==> src/hdl/sdv_cfg.svh <==
// timing counts, code values and reference levels of the reference stepper
`ifndef SDV_CFG_SVH
`define SDV_CFG_SVH
`define SDV_CLK_NS 100
`define SDV_SAMPLE_NS 333
`define SDV_STEP_NS 3030
`define SDV_SAMPLE_CYC (`SDV_SAMPLE_NS / `SDV_CLK_NS)
`define SDV_STEP_CYC (`SDV_STEP_NS / `SDV_CLK_NS)
`define SDV_STABLE_READS 2'h3
`define SDV_CODE_RST 8'hFF
`define SDV_LEG_OFF_MIN 8'hFE
`define SDV_ALT5_OFF 5'h1F
`define SDV_LEG_TOP 9'h102
`define SDV_ALT_TOP 9'h0F8
`define SDV_ALT6_LOW_TOP 9'h07A
`define SDV_COARSE_STEP 9'h004
`define SDV_HALF_STEP 9'h002
`define SDV_FINE_STEP 9'h001
`endif

==> src/hdl/sdv_pkg.sv <==
// types shared by the reference stepper files
package sdv_pkg;
	typedef enum logic [1:0] {
		SDV_LEG_A,
		SDV_LEG_B,
		SDV_ALT5,
		SDV_ALT6
	} sdv_mode_type;

	// level counts 6.25 mV units
	typedef struct packed {
		logic off;
		logic [8:0] level;
	} sdv_dac_type;

	typedef enum logic {
		SDV_HOLD,
		SDV_SLEW
	} sdv_state_type;
endpackage : sdv_pkg

==> src/hdl/sdv_code_filter.sv <==
// code sampler and three-read validator
`timescale 1ns/10ps
`include "sdv_cfg.svh"
module sdv_code_filter #(
	parameter int WIDTH = 8,
	parameter int SAMPLE_CYC = `SDV_SAMPLE_CYC
) (
	input wire logic clk,
	input wire logic rst_n,
	input wire logic [WIDTH-1:0] code_in,
	output logic [WIDTH-1:0] code_out,
	output logic valid_out
);
	logic [7:0] div_reg;
	logic [WIDTH-1:0] acc_reg;
	logic [WIDTH-1:0] cand_reg;
	logic [1:0] cnt_reg;
	logic init_reg;
	logic valid_reg;
	wire tick = (div_reg == 8'(SAMPLE_CYC - 1));
	wire differs = init_reg | (code_in != acc_reg);
	wire same_cand = (code_in == cand_reg) && (cnt_reg != 2'h0);
	wire [1:0] cnt_next = same_cand ? cnt_reg + 2'h1 : 2'h1;
	wire accept = tick && differs && (cnt_next == `SDV_STABLE_READS);

	assign code_out = acc_reg;
	assign valid_out = valid_reg;

	always_ff @(posedge clk or negedge rst_n) begin
		if (!rst_n) begin
			div_reg <= 8'h00;
		end else begin
			div_reg <= tick ? 8'h00 : div_reg + 8'h01;
		end
	end

	always_ff @(posedge clk or negedge rst_n) begin
		if (!rst_n) begin
			acc_reg <= `SDV_CODE_RST;
			cand_reg <= `SDV_CODE_RST;
			cnt_reg <= 2'h0;
			init_reg <= 1'b1;
			valid_reg <= 1'b0;
		end else begin
			valid_reg <= accept;
			if (tick) begin
				cand_reg <= code_in;
				cnt_reg <= (differs && !accept) ? cnt_next : 2'h0;
				if (accept) begin
					acc_reg <= code_in;
					init_reg <= 1'b0;
				end
			end
		end
	end

	a_valid_three_reads: assert property (@(posedge clk) disable iff (!rst_n)
		valid_reg |-> ($past(code_in, 1) == acc_reg) && ($past(code_in, 4) == acc_reg)
			&& ($past(code_in, 7) == acc_reg))
		else $error("code accepted without three matching reads");
	a_tick_spacing: assert property (@(posedge clk) disable iff (!rst_n)
		tick |=> !tick [*2])
		else $error("sampling tick too close");
	c_code_accepted: cover property (@(posedge clk) disable iff (!rst_n) valid_reg);
endmodule : sdv_code_filter

==> src/hdl/sdv_ref_stepper.sv <==
// reference level control from processor voltage code
`timescale 1ns/10ps
`include "sdv_cfg.svh"
module sdv_ref_stepper
	import sdv_pkg::*;
#(
	parameter int STEP_CYC = `SDV_STEP_CYC
) (
	input wire logic MCLK,
	input wire logic NRST,
	input wire logic [7:0] VOLTAGE_CODE_INPUTS,
	input wire logic [1:0] CODE_MODE,
	output logic [8:0] DAC_TARGET_LEVEL,
	output logic OUTPUT_OFF,
	output logic SLEW_ACTIVE
);
	function automatic sdv_dac_type sdv_decode(input logic [7:0] c, input sdv_mode_type m);
		sdv_dac_type d;
		d.off = 1'b0;
		d.level = 9'h000;
		case (m)
			SDV_ALT5: begin
				if (c[4:0] == `SDV_ALT5_OFF) d.off = 1'b1;
				else d.level = `SDV_ALT_TOP - `SDV_COARSE_STEP * {4'h0, c[4:0]};
			end
			SDV_ALT6: begin
				if (!c[5]) d.level = `SDV_ALT_TOP - `SDV_COARSE_STEP * {4'h0, c[4:0]};
				else d.level = `SDV_ALT6_LOW_TOP - `SDV_HALF_STEP * {4'h0, c[4:0]};
			end
			default: begin
				if (c >= `SDV_LEG_OFF_MIN) d.off = 1'b1;
				else d.level = `SDV_LEG_TOP - {1'b0, c};
			end
		endcase
		return d;
	endfunction : sdv_decode

	logic [7:0] code;
	logic code_valid;
	sdv_dac_type dac_reg;
	sdv_dac_type dac_next;
	sdv_dac_type target_reg;
	sdv_dac_type target_next;
	sdv_state_type state_reg;
	sdv_state_type state_next;
	logic [7:0] step_div_reg;
	logic slew_reg;

	sdv_code_filter #(
		.WIDTH(8),
		.SAMPLE_CYC(`SDV_SAMPLE_CYC)
	) u_filter (
		.clk(MCLK),
		.rst_n(NRST),
		.code_in(VOLTAGE_CODE_INPUTS),
		.code_out(code),
		.valid_out(code_valid)
	);

	wire sdv_mode_type mode = sdv_mode_type'(CODE_MODE);
	wire alt_mode = (mode == SDV_ALT5) || (mode == SDV_ALT6);
	wire sdv_dac_type decoded = sdv_decode(code, mode);
	wire step_tick = (step_div_reg == 8'(STEP_CYC - 1));
	wire at_target = (dac_reg == target_reg);
	wire jump = dac_reg.off || target_reg.off;
	wire go_up = target_reg.level > dac_reg.level;

	assign target_next = code_valid ? decoded : target_reg;

	always_comb begin
		dac_next = dac_reg;
		state_next = state_reg;
		case (state_reg)
			SDV_HOLD: begin
				if (code_valid) begin
					if (!alt_mode) dac_next = decoded;
					else state_next = SDV_SLEW;
				end
			end
			SDV_SLEW: begin
				if (at_target && !code_valid) begin
					state_next = SDV_HOLD;
				end else if (step_tick && !at_target) begin
					if (jump) dac_next = target_reg;
					else if (go_up) dac_next.level = dac_reg.level + `SDV_FINE_STEP;
					else dac_next.level = dac_reg.level - `SDV_FINE_STEP;
				end
			end
			default: state_next = SDV_HOLD;
		endcase
	end

	always_ff @(posedge MCLK or negedge NRST) begin
		if (!NRST) begin
			step_div_reg <= 8'h00;
		end else begin
			step_div_reg <= step_tick ? 8'h00 : step_div_reg + 8'h01;
		end
	end

	always_ff @(posedge MCLK or negedge NRST) begin
		if (!NRST) begin
			dac_reg <= '{off: 1'b1, level: 9'h000};
			target_reg <= '{off: 1'b1, level: 9'h000};
			state_reg <= SDV_HOLD;
			slew_reg <= 1'b0;
		end else begin
			dac_reg <= dac_next;
			target_reg <= target_next;
			state_reg <= state_next;
			slew_reg <= (state_next == SDV_SLEW);
		end
	end

	always_ff @(posedge MCLK or negedge NRST) begin
		if (!NRST) begin
			DAC_TARGET_LEVEL <= 9'h000;
			OUTPUT_OFF <= 1'b1;
			SLEW_ACTIVE <= 1'b0;
		end else begin
			DAC_TARGET_LEVEL <= dac_next.level;
			OUTPUT_OFF <= dac_next.off;
			SLEW_ACTIVE <= (state_next == SDV_SLEW);
		end
	end

	a_legacy_direct_load: assert property (@(posedge MCLK) disable iff (!NRST)
		(code_valid && !alt_mode && state_reg == SDV_HOLD)
			|=> ##1 ({OUTPUT_OFF, DAC_TARGET_LEVEL} == $past(decoded, 2)) && !SLEW_ACTIVE)
		else $error("legacy code not loaded directly");
	a_legacy_no_slew: assert property (@(posedge MCLK) disable iff (!NRST)
		(state_reg == SDV_HOLD && !alt_mode) |=> !SLEW_ACTIVE)
		else $error("legacy mode started a slew");
	a_slew_unit_step: assert property (@(posedge MCLK) disable iff (!NRST)
		(state_reg == SDV_SLEW && !jump && !$past(jump) && $past(state_reg) == SDV_SLEW)
			|-> (dac_reg.level - $past(dac_reg.level) <= 9'h001)
			|| ($past(dac_reg.level) - dac_reg.level <= 9'h001))
		else $error("slew moved more than one fine step");
	a_step_on_tick: assert property (@(posedge MCLK) disable iff (!NRST)
		($past(state_reg) == SDV_SLEW && dac_reg != $past(dac_reg)) |-> $past(step_tick))
		else $error("slew step off the stepping tick");
	a_step_spacing: assert property (@(posedge MCLK) disable iff (!NRST)
		step_tick |=> !step_tick [*8])
		else $error("stepping tick too close");
	a_slew_stops: assert property (@(posedge MCLK) disable iff (!NRST)
		(state_reg == SDV_SLEW && at_target && !code_valid) |=> state_reg == SDV_HOLD && !SLEW_ACTIVE)
		else $error("slew did not stop at target");
	a_hold_keeps_level: assert property (@(posedge MCLK) disable iff (!NRST)
		(state_reg == SDV_HOLD && !code_valid) |=> $stable(DAC_TARGET_LEVEL) && $stable(OUTPUT_OFF))
		else $error("reference moved while idle");
	a_mode_selects_slew: assert property (@(posedge MCLK) disable iff (!NRST)
		(code_valid && alt_mode && state_reg == SDV_HOLD) |=> state_reg == SDV_SLEW && SLEW_ACTIVE)
		else $error("alternate mode did not slew");
	a_alt_no_load: assert property (@(posedge MCLK) disable iff (!NRST)
		(code_valid && alt_mode && state_reg == SDV_HOLD) |=> $stable(dac_reg))
		else $error("alternate mode loaded reference directly");
	a_legacy_off_codes: assert property (@(posedge MCLK) disable iff (!NRST)
		(code_valid && !alt_mode && state_reg == SDV_HOLD && code >= `SDV_LEG_OFF_MIN)
			|=> ##1 OUTPUT_OFF)
		else $error("legacy off code did not turn output off");
	a_legacy_level: assert property (@(posedge MCLK) disable iff (!NRST)
		(code_valid && !alt_mode && state_reg == SDV_HOLD && code < `SDV_LEG_OFF_MIN)
			|=> !OUTPUT_OFF && (DAC_TARGET_LEVEL == `SDV_LEG_TOP - {1'b0, code}))
		else $error("legacy level off the fine step table");
	a_alt5_off_code: assert property (@(posedge MCLK) disable iff (!NRST)
		(code_valid && mode == SDV_ALT5 && code[4:0] == `SDV_ALT5_OFF) |=> target_reg.off)
		else $error("five-bit off code not decoded");
	a_alt5_top: assert property (@(posedge MCLK) disable iff (!NRST)
		(code_valid && mode == SDV_ALT5 && code[4:0] == 5'h00)
			|=> !target_reg.off && (target_reg.level == `SDV_ALT_TOP))
		else $error("five-bit top code not at top level");
	a_alt6_no_off: assert property (@(posedge MCLK) disable iff (!NRST)
		(code_valid && mode == SDV_ALT6) |=> !target_reg.off)
		else $error("six-bit code turned output off");
	a_alt6_half_range: assert property (@(posedge MCLK) disable iff (!NRST)
		(code_valid && mode == SDV_ALT6) |=> (target_reg.level <= `SDV_ALT6_LOW_TOP) == code[5])
		else $error("six-bit level in the wrong half of the table");
	a_retarget: assert property (@(posedge MCLK) disable iff (!NRST)
		(code_valid && state_reg == SDV_SLEW) |=> (target_reg == $past(decoded)) && state_reg == SDV_SLEW)
		else $error("running slew not retargeted");

	c_legacy_load: cover property (@(posedge MCLK) disable iff (!NRST)
		code_valid && !alt_mode);
	c_slew_done: cover property (@(posedge MCLK) disable iff (!NRST)
		state_reg == SDV_SLEW ##1 state_reg == SDV_HOLD);
	c_retarget: cover property (@(posedge MCLK) disable iff (!NRST)
		code_valid && state_reg == SDV_SLEW);
	c_off: cover property (@(posedge MCLK) disable iff (!NRST) $fell(OUTPUT_OFF));
endmodule : sdv_ref_stepper

==> config.mk <==
export PLATFORM = sky130hd
export DESIGN_NAME = sdv_ref_stepper
export DESIGN_NICKNAME = d
export VERILOG_FILES = /design/src/hdl/sdv_pkg.sv /design/src/hdl/sdv_code_filter.sv /design/src/hdl/sdv_ref_stepper.sv
export VERILOG_INCLUDE_DIRS = /design/src /design/src/hdl
export SDC_FILE = /design/constraint.sdc
export NUM_CORES = 1
export LEC_CHECK = 0
export BUFFER_PORTS_ARGS = -buffer_cell sky130_fd_sc_hd__buf_2
export CELL_PAD_IN_SITES_DETAIL_PLACEMENT = 1
export CELL_PAD_IN_SITES_GLOBAL_PLACEMENT = 1
export CORE_ASPECT_RATIO = 1.2
export CORE_MARGIN = 4
export CORE_UTILIZATION = 48
export DETAILED_ROUTE_END_ITERATION = 10
export PLACE_DENSITY = 0.83
export SYNTH_ARGS = -nofsm -noshare
export SYNTH_HDL_FRONTEND = slang
export SYNTH_SLANG_ARGS = --single-unit
==> constraint.sdc <==
create_clock -name MCLK -period 3.7 [get_ports MCLK]
set_input_delay 0.925 -clock MCLK [delete_from_list [all_inputs] [get_ports MCLK]]
set_output_delay 0.925 -clock MCLK [all_outputs]
set_load 0.05 [all_outputs]
Yosys cells after proc, flatten, opt, wreduce, memory -nomap -nowiden --
Index checks and enable logic that the tools add are counted.
Word-level totals: register bits after elaboration 57, input port bits 12, output and inout port bits 11, word-level logic and storage cells 76
Cells by class: add/subtract/negate cells 8, magnitude comparators 2, equal/unequal tests 14, multiplexer cells 23, bitwise logic cells 2, reductions and logical operators 15
Operator list (number):
- $mux W9 | 5
- $mux W10 | 4
- $pmux W10 S2 | 1
- $pmux W9 S2 | 1
- $add A8 B1 Y8 const B | 2
- $mux W8 | 2
- $eq A10 B10 Y1 | 1
- $add A9 B1 Y9 const B | 1
- $gt A9 B9 Y1 | 1
- $sub A8 B7 Y9 const A | 1
- $sub A9 B1 Y9 const B | 1
- $sub A9 B8 Y9 const A | 1
- $eq A8 B2 Y1 const B | 1
- $eq A8 B5 Y1 const B | 1
- $eq A8 B8 Y1 | 1
- $ge A8 B8 Y1 const B | 1
- $ne A8 B8 Y1 | 1
- $sub A7 B6 Y8 const A | 1
- $eq A2 B2 Y1 const B | 3
- $logic_and A1 B1 Y1 | 6
- $mux W1 | 6
- $ne A2 B1 Y1 const B | 3
- $eq A5 B5 Y1 const B | 1
- $reduce_and A5 Y1 | 1
- 11 further kinds | 17

Depth between registers and ports, before layout --
Gate-level depths: netlist of run 1.
depth after elaboration 8, depth in mapped cells 15, gate-level depth less buffers 15

By module --
From an unflattened synthesis of run 1, not the netlist that was laid out.
Second synthesis, totals: cells, all modules 398, area, all modules 3776.1 sq um
By module, submodules not included:
- sdv_ref_stepper | instances 1, cells an instance 273, area an instance 2397.3 sq um, seq. area each 728.2 sq um
- sdv_code_filter | instances 1, cells an instance 125, area an instance 1378.8 sq um, seq. area each 721.9 sq um

Worst setup path before layout of run 1 --
No wires, ideal clock.
kind register to register, from register DAC_TARGET_LEVEL[8] (netlist name), to register DAC_TARGET_LEVEL[5], setup time 147 ps, arrival time 3111 ps, required time 3553 ps, slack 441 ps, stages on the path, launching flop included 15, path buffers 0, period minus slack after synthesis 3259 ps, path through dfrtp_1 > inv_1 > ha_1 > nand4_1 > nor4_1 > o31a_1 > inv_1 > ha_1 > a21o_1 > a21oi_1 > nor2b_1 > nand4_1 > o21ai_0 > a2111oi_0 > a311oi_1
RTL lines:
- to (signal assigned) | line sdv_ref_stepper.sv:121 | DAC_TARGET_LEVEL <= dac_next.level;
- to (decl) | line sdv_ref_stepper.sv:13 | output logic [8:0] DAC_TARGET_LEVEL,

==> results of run 1 <==
per-layer routing:
metal  vias up  share of wire, %
met1      1466                41
met2        57                52
met3        20               3.7
met4         0               2.8
met5         -                 0
li1       1397                 -
worst max-delay path by stage:
stage,start,end,slack (ns),cells after the start
floorplan,DAC_TARGET_LEVEL[8]$_DFFE_PN0P_,DAC_TARGET_LEVEL[5]$_DFFE_PN0P_,0.44,14
global placement,DAC_TARGET_LEVEL[4]$_DFFE_PN0P_,DAC_TARGET_LEVEL[5]$_DFFE_PN0P_,0.54,15
detailed placement,DAC_TARGET_LEVEL[8]$_DFFE_PN0P_,DAC_TARGET_LEVEL[5]$_DFFE_PN0P_,0.37,14
CTS,DAC_TARGET_LEVEL[8]$_DFFE_PN0P_,DAC_TARGET_LEVEL[5]$_DFFE_PN0P_,0.35,14
global route,DAC_TARGET_LEVEL[8]$_DFFE_PN0P_,DAC_TARGET_LEVEL[5]$_DFFE_PN0P_,0.03,14
finish,DAC_TARGET_LEVEL[2]$_DFFE_PN0P_,DAC_TARGET_LEVEL[5]$_DFFE_PN0P_,0.34,15
cells in the mapped netlist (2+ instances only):
library cell  count  area (sq um)
dfrtp_1          38           951
nor2_1           33           124
nand2_1          29           109
xnor2_1          28           245
ha_1             27           338
inv_1            24          90.1
o21ai_0          24           120
dfstp_2          19           499
mux2_2           19           214
nand3_1          19          95.1
a21oi_1          18          90.1
xor2_1           13           114
buf_2             6          30.0
clkbuf_1          6          22.5
nand4_1           6          37.5
o22ai_1           6          37.5
o31ai_1           6          45.0
and2_1            5          31.3
nor3_1            5          25.0
nor2b_1           4          25.0
nor4_1            4          25.0
o211ai_1          4          30.0
o21a_1            4          30.0
a21o_1            3          22.5
and3_1            3          18.8
nand2b_1          3          18.8
or4_4             3          33.8
a31oi_1           2          12.5
or2_2             2          12.5
per-stage QoR:
stage                     total power, W  std cells
final                            0.00129        502
after global routing             0.00134        502
after global placement          0.000707        486
after CTS                        0.00130        502
after detailed placement        0.000710        486
after floorplan                 0.000675        386
placed cells by master, fill, tap and decap left out, drive strengths merged, types with 4 or more instances in the layout:
cell type	count
nor2	33
o31ai	6
and2	5
clkbuf	11
ha	27
a21oi	19
o211ai	4
o22ai	6
mux2	19
nor3	5
xnor2	28
buf	24
xor2	13
nor2b	4
o21a	4
dfstp	19
nand4	6
inv	24
nand2	29
dfrtp	38
nand3	19
o21ai	24
nor4	5
power by group:
part           internal [W]  switching (W)
clock network      0.000327       0.000262
registers          0.000632     0.00000348
logic             0.0000226      0.0000401
total              0.000982       0.000305
cells by family after synthesis:
logic type               after synthesis
flip-flops                            57
AND/OR/NAND/NOR                      121
XOR/XNOR                              41
buffers and inverters                 38
adder cells (fa/ha/maj)               28
AO/OA/AOI/OAI                         81
multiplexers                          20
layout make-up:
class / count / area [sq um] / area share, %
sequential: 57 / 1450 / 35.6
multi-input combinational: 291 / 2100 / 51.6
tap: 90 / 113 / 2.76
inverter: 24 / 90.1 / 2.21
timing repair buffer: 24 / 125 / 3.07
clock inverter: 5 / 55.1 / 1.35
clock buffer: 11 / 141 / 3.47
==> reports/metrics.csv, run 1 <==
metric,value,unit
status,completed,
DRC Markers,0,
IO Count,23,
placed cell areas,3880,sq um
H-tree depth,3,
Synth Area in Simple Gates,17.1,%
Mean Syn Cell Area,9.62,sq um
antenna violations before repair,0,
Worst Path Required,3.90,ns
Worst path max stage delay,0.45,ns
Top delay family on crit path,compound AO/OA/AOI/OAI gates,
clk buf depth,2,
clock skew,0.0135,ns
r2r endpoint,DAC_TARGET_LEVEL[5]$_DFFE_PN0P_,
Compound-Gate Fraction of Synth Area,14.2,%
fin worst setup slack,0.344,ns
Critical Path AT,3.55,ns
remaining global-route overflow,0,
fin crit share,90.7,%
DR vias,2940,
Die Wd,88.3,microns
vias in the first global route,3249,
number of DRC markers in iteration 0,61,
Synth Register Bits,57,
initial cell density of the core,50.2,%
Worst path slowest cell,a2111oi_0,
final setup fails,0,
Slew Limit Fails,0,
syn_nets,426,
full die area,9220,sq um
Fmax,298,MHz
# Post-CTS Setup Buffers,0,
met1 global-route usage,26.7,%
met3 usage,3.65,%
Hold/Removal Path Class,reg -> reg,
clock period minus final worst setup slack,3.36,ns
routed wire length per instance,18.2,microns
Post-synth EDFFs,0,
CTS tree,built,
HPWL Detailed,6710,microns
CP Capture Type,flop,
root buffer cell,clkbuf_8,
RR Startpoint,DAC_TARGET_LEVEL[2]$_DFFE_PN0P_,
Worst Path Buf+Inv,2,
R2R depth,15,
pin count of the biggest net entering global routing,51,
Adder-Cell Fraction of Synth Area,9.63,%
IO Port Bufs,22,
post-cts resize count,0,
Cells after Synth,386,
"Seq/Total Area, Yosys",39.0,%
maxcap violations,0,
layout cell share with drive strength beyond 1,21.4,%
Netlist cell types,52,
worst skew pair latency,0.35,ns
routability cong.,0.902,
DRT Pass-1 Iters,4,
Worst Hold Margin,0.490,ns
met2 usage,37.5,%
Final Cell Area,4080,sq um
largest family of logic cells by synthesized area,simple AND/OR/NAND/NOR gates,
ys flop type,dfrtp_1,
Final Core Density,55.1,%
Die Span Y,104,microns
final-stage net count,447,
Final Hold Viols,0,
core area,7400,sq um
Most Crowded Layer GR,met2,
max FFs per register,10,
startpoint types,flop,
Antenna Nets Post-Route,0,
Cell Pwr Density,316,nW/um^2
hold buffers post-CTS,0,
Worst Path Max Fanout,7,
post-synthesis mux area share,6.03,%
setup TNS,0,ns
first-pass GRT wire length,15900,microns
Peak VDD IR,0.286,mV
P_leak,1.77,nW
mapped cell area,3710,sq um
FILL cells,872,
clock sink total,57,
"Warnings, synthesis",0,
final wirelength,9160,microns
worst hold start,u_filter.cnt_reg[0]$_DFFE_PN0N_,
area grow syn2layout,9.77,%
R2R setup slack,0.34,ns
row count,34,
Synth async-reset ratio,100,%
crit-path cells,inv_1 > ha_1 > a21oi_1 > o21a_1 > o22ai_1 > o31a_1 > inv_1 > ha_1 > a21o_1 > a21oi_1 > nor2b_1 > nand4_1 > o21ai_0 > a2111oi_0 > a311oi_1,
clock slew seen by the registers of the worst setup and hold paths,0.07,ns
Via density,5.86,
Worst Max-Slew Pin Slew,1.12,ns
Place WS,0.366,ns
TritonCTS buffer count,9,
max_slew headroom,25.6,%
worst hold path cell count,1,
Hold Path End,u_filter.valid_out$_DFF_PN0_,
Post-Synth XOR/XNOR Area,9.67,%
crit path kind,reg -> reg,
antenna cells,0,
Tot GR Track Use,22.0,%
RSZ-0062 raised after global routing,false,
Note: power is estimated with default switching activity, not from simulation.
==> run 2: changes to the inputs <==
--- a/config.mk
+++ b/config.mk
@@ -10,7 +10,7 @@
 export CELL_PAD_IN_SITES_DETAIL_PLACEMENT = 1
 export CELL_PAD_IN_SITES_GLOBAL_PLACEMENT = 1
 export CORE_ASPECT_RATIO = 1.2
-export CORE_MARGIN = 4
+export CORE_MARGIN = 5
 export CORE_UTILIZATION = 48
 export DETAILED_ROUTE_END_ITERATION = 10
 export PLACE_DENSITY = 0.83
==> reports/metrics.csv, run 2 (synthesized netlist as in run 1, its figures left out) <==
metric,value,unit,change
Worst Path Max Fanout,7,,unchanged
startpoint types,flop,,unchanged
final-stage net count,449,,was 447
R2R depth,14,,was 15
DR vias,2963,,"was 2,940"
antenna violations before repair,0,,unchanged
Final Hold Viols,0,,unchanged
antenna cells,0,,unchanged
core area,7620,sq um,was 7400 sq um
clock period minus final worst setup slack,3.41,ns,was 3.36 ns
setup TNS,0,ns,unchanged
clock slew seen by the registers of the worst setup and hold paths,0.07,ns,about the same
IO Count,23,,unchanged
root buffer cell,clkbuf_8,,unchanged
HPWL Detailed,6760,microns,was 6710 microns
status,completed,,unchanged
CP Capture Type,flop,,unchanged
Cell Pwr Density,314,nW/um^2,was 316 nW/um^2
max FFs per register,10,,unchanged
clock skew,0.00844,ns,was 0.0135 ns
"most common cell after layout, fill and taps aside",dfrtp_1,,unchanged
RR Startpoint,DAC_TARGET_LEVEL[6]$_DFFE_PN0P_,,was DAC_TARGET_LEVEL[2]$_DFFE_PN0P_
Fmax,293,MHz,was 298 MHz
remaining global-route overflow,0,,unchanged
CP startpoint,DAC_TARGET_LEVEL[6]$_DFFE_PN0P_,,was DAC_TARGET_LEVEL[2]$_DFFE_PN0P_
Top delay family on crit path,compound AO/OA/AOI/OAI gates,,unchanged
layout cell share with drive strength beyond 1,22.2,%,was 21.4%
full die area,9610,sq um,was 9220 sq um
Worst Path Required,3.90,ns,about the same
IO Port Bufs,22,,unchanged
clock sink total,57,,unchanged
first-pass GRT wire length,15600,microns,"was 15,900 microns"
Via density,5.86,,about the same
worst hold start,step_div_reg[6]$_DFF_PN0_,,was u_filter.cnt_reg[0]$_DFFE_PN0N_
DRC Markers,0,,unchanged
CTS tree,built,,unchanged
maxcap violations,0,,unchanged
post-cts resize count,0,,unchanged
Peak VDD IR,0.278,mV,was 0.286 mV
Die Span Y,106,microns,was 104 microns
total power,0.00129,W,about the same
max_slew headroom,30.7,%,was 25.6%
routability cong.,0.869,,was 0.902
pin count of the biggest net entering global routing,45,,was 51
DRT Pass-1 Iters,4,,unchanged
Hold/Removal Path Class,reg -> reg,,unchanged
R2R setup slack,0.29,ns,was 0.34 ns
Slew Limit Fails,0,,unchanged
initial cell density of the core,48.8,%,was 50.2%
Hold Path End,step_div_reg[6]$_DFF_PN0_,,was u_filter.valid_out$_DFF_PN0_
Worst path max stage delay,0.40,ns,was 0.45 ns
row count,35,,was 34
final wirelength,9250,microns,was 9160 microns
FILL cells,908,,was 872
worst hold path cell count,1,,unchanged
Worst path slowest cell,dfrtp_1,,was a2111oi_0
P_leak,1.79,nW,was 1.77 nW
fin crit share,92.2,%,was 90.7%
TritonCTS buffer count,9,,unchanged
r2r endpoint,DAC_TARGET_LEVEL[5]$_DFFE_PN0P_,,unchanged
Antenna Nets Post-Route,0,,unchanged
final setup fails,0,,unchanged
Worst Path Buf+Inv,2,,unchanged
crit path kind,reg -> reg,,unchanged
vias in the first global route,3176,,"was 3,249"
Worst Max-Slew Pin Slew,1.04,ns,was 1.12 ns
routed wire length per instance,18.3,microns,was 18.2 microns
H-tree depth,3,,unchanged
Die Wd,90.3,microns,was 88.3 microns
number of DRC markers in iteration 0,157,,was 61
# Post-CTS Setup Buffers,0,,unchanged
crit-path cells,inv_1 > ha_1 > a211oi_1 > o22ai_1 > o31a_1 > inv_1 > ha_1 > a21o_1 > a21oi_1 > nor2b_1 > nand4_1 > o21ai_0 > a2111oi_2 > a311oi_1,,was inv_1 > ha_1 > a21oi_1 > o21a_1 > o22ai_1 > o31a_1 > inv_1 > ha_1 > a21o_1 > a21oi_1 > nor2b_1 > nand4_1 > o21ai_0 > a2111oi_0 > a311oi_1
area grow syn2layout,10.3,%,was 9.77%
RSZ-0062 raised after global routing,false,,unchanged
Critical Path AT,3.61,ns,was 3.55 ns
"commonest non-fill, non-tap cells in the layout","dfrtp_1 (38), nor2_1 (33), nand2_1 (29)",,unchanged
worst skew pair latency,0.35,ns,about the same
clk buf depth,2,,unchanged
Tot GR Track Use,20.3,%,was 22.0%
hold buffers post-CTS,0,,unchanged
## run 2: where the power goes
part,total (W),internal (W),switching [W]
Clock,0.000589,0.000310,0.000279
Combinational,0.0000633,0.0000233,0.0000400
Sequential,0.000636,0.000632,0.00000373
## run 2: cell type report
| class | instances | area [sq um] | share of cell area (%) |
|---|---|---|---|
| multi-input combinational | 291 | 2110 | 51.5 |
| sequential | 57 | 1450 | 35.4 |
| timing repair buffer | 26 | 140 | 3.42 |
| clock buffer | 9 | 124 | 3.02 |
| tap | 92 | 115 | 2.81 |
| inverter | 24 | 90.1 | 2.20 |
| clock inverter | 7 | 70.1 | 1.71 |
## run 2: worst max path at each step
stage | slack, ns | endpoint | cells past startpoint
after floorplan | 0.44 | DAC_TARGET_LEVEL[5]$_DFFE_PN0P_ | 14
after global placement | 0.53 | DAC_TARGET_LEVEL[5]$_DFFE_PN0P_ | 14
after detailed placement | 0.25 | DAC_TARGET_LEVEL[5]$_DFFE_PN0P_ | 15
after CTS | 0.19 | DAC_TARGET_LEVEL[5]$_DFFE_PN0P_ | 14
after global routing | 0.05 | DAC_TARGET_LEVEL[5]$_DFFE_PN0P_ | 14
final | 0.29 | DAC_TARGET_LEVEL[5]$_DFFE_PN0P_ | 14
## run 2: stage by stage
step / util (%) / hold WS (ns) / area [sq um] / instances / worst slack (ns)
4_1_cts: 53.7 / 0.494 / 4090 / 506 / 0.191
6_report: 53.8 / 0.489 / 4100 / 506 / 0.290
2_1_floorplan: - / 0.429 / 3710 / 386 / 0.441
3_5_place_dp: 51.2 / 0.464 / 3900 / 490 / 0.251
3_3_place_gp: 51.2 / 0.456 / 3900 / 490 / 0.528
5_1_grt: 53.8 / 0.513 / 4100 / 506 / 0.0451
## run 2: worst register-to-register path, delay by kind of cell, from the launching register on
family | cells | cell delay, ns
simple gates | 2 | 0.21
compound gates | 8 | 1.74
flops | 1 | 0.40
buf+inv | 2 | 0.31
fa+ha+maj | 2 | 0.60
## run 2: routing by layer
| layer | vias up | wire length, microns | global-route usage (%) |
|---|---|---|---|
| li1 | 1404 | - | - |
| met1 | 1463 | 3910 | 23.6 |
| met2 | 77 | 4780 | 36.3 |
| met3 | 19 | 304 | 3.89 |
| met4 | 0 | 258 | 8.83 |
| met5 | - | 0 | 0 |
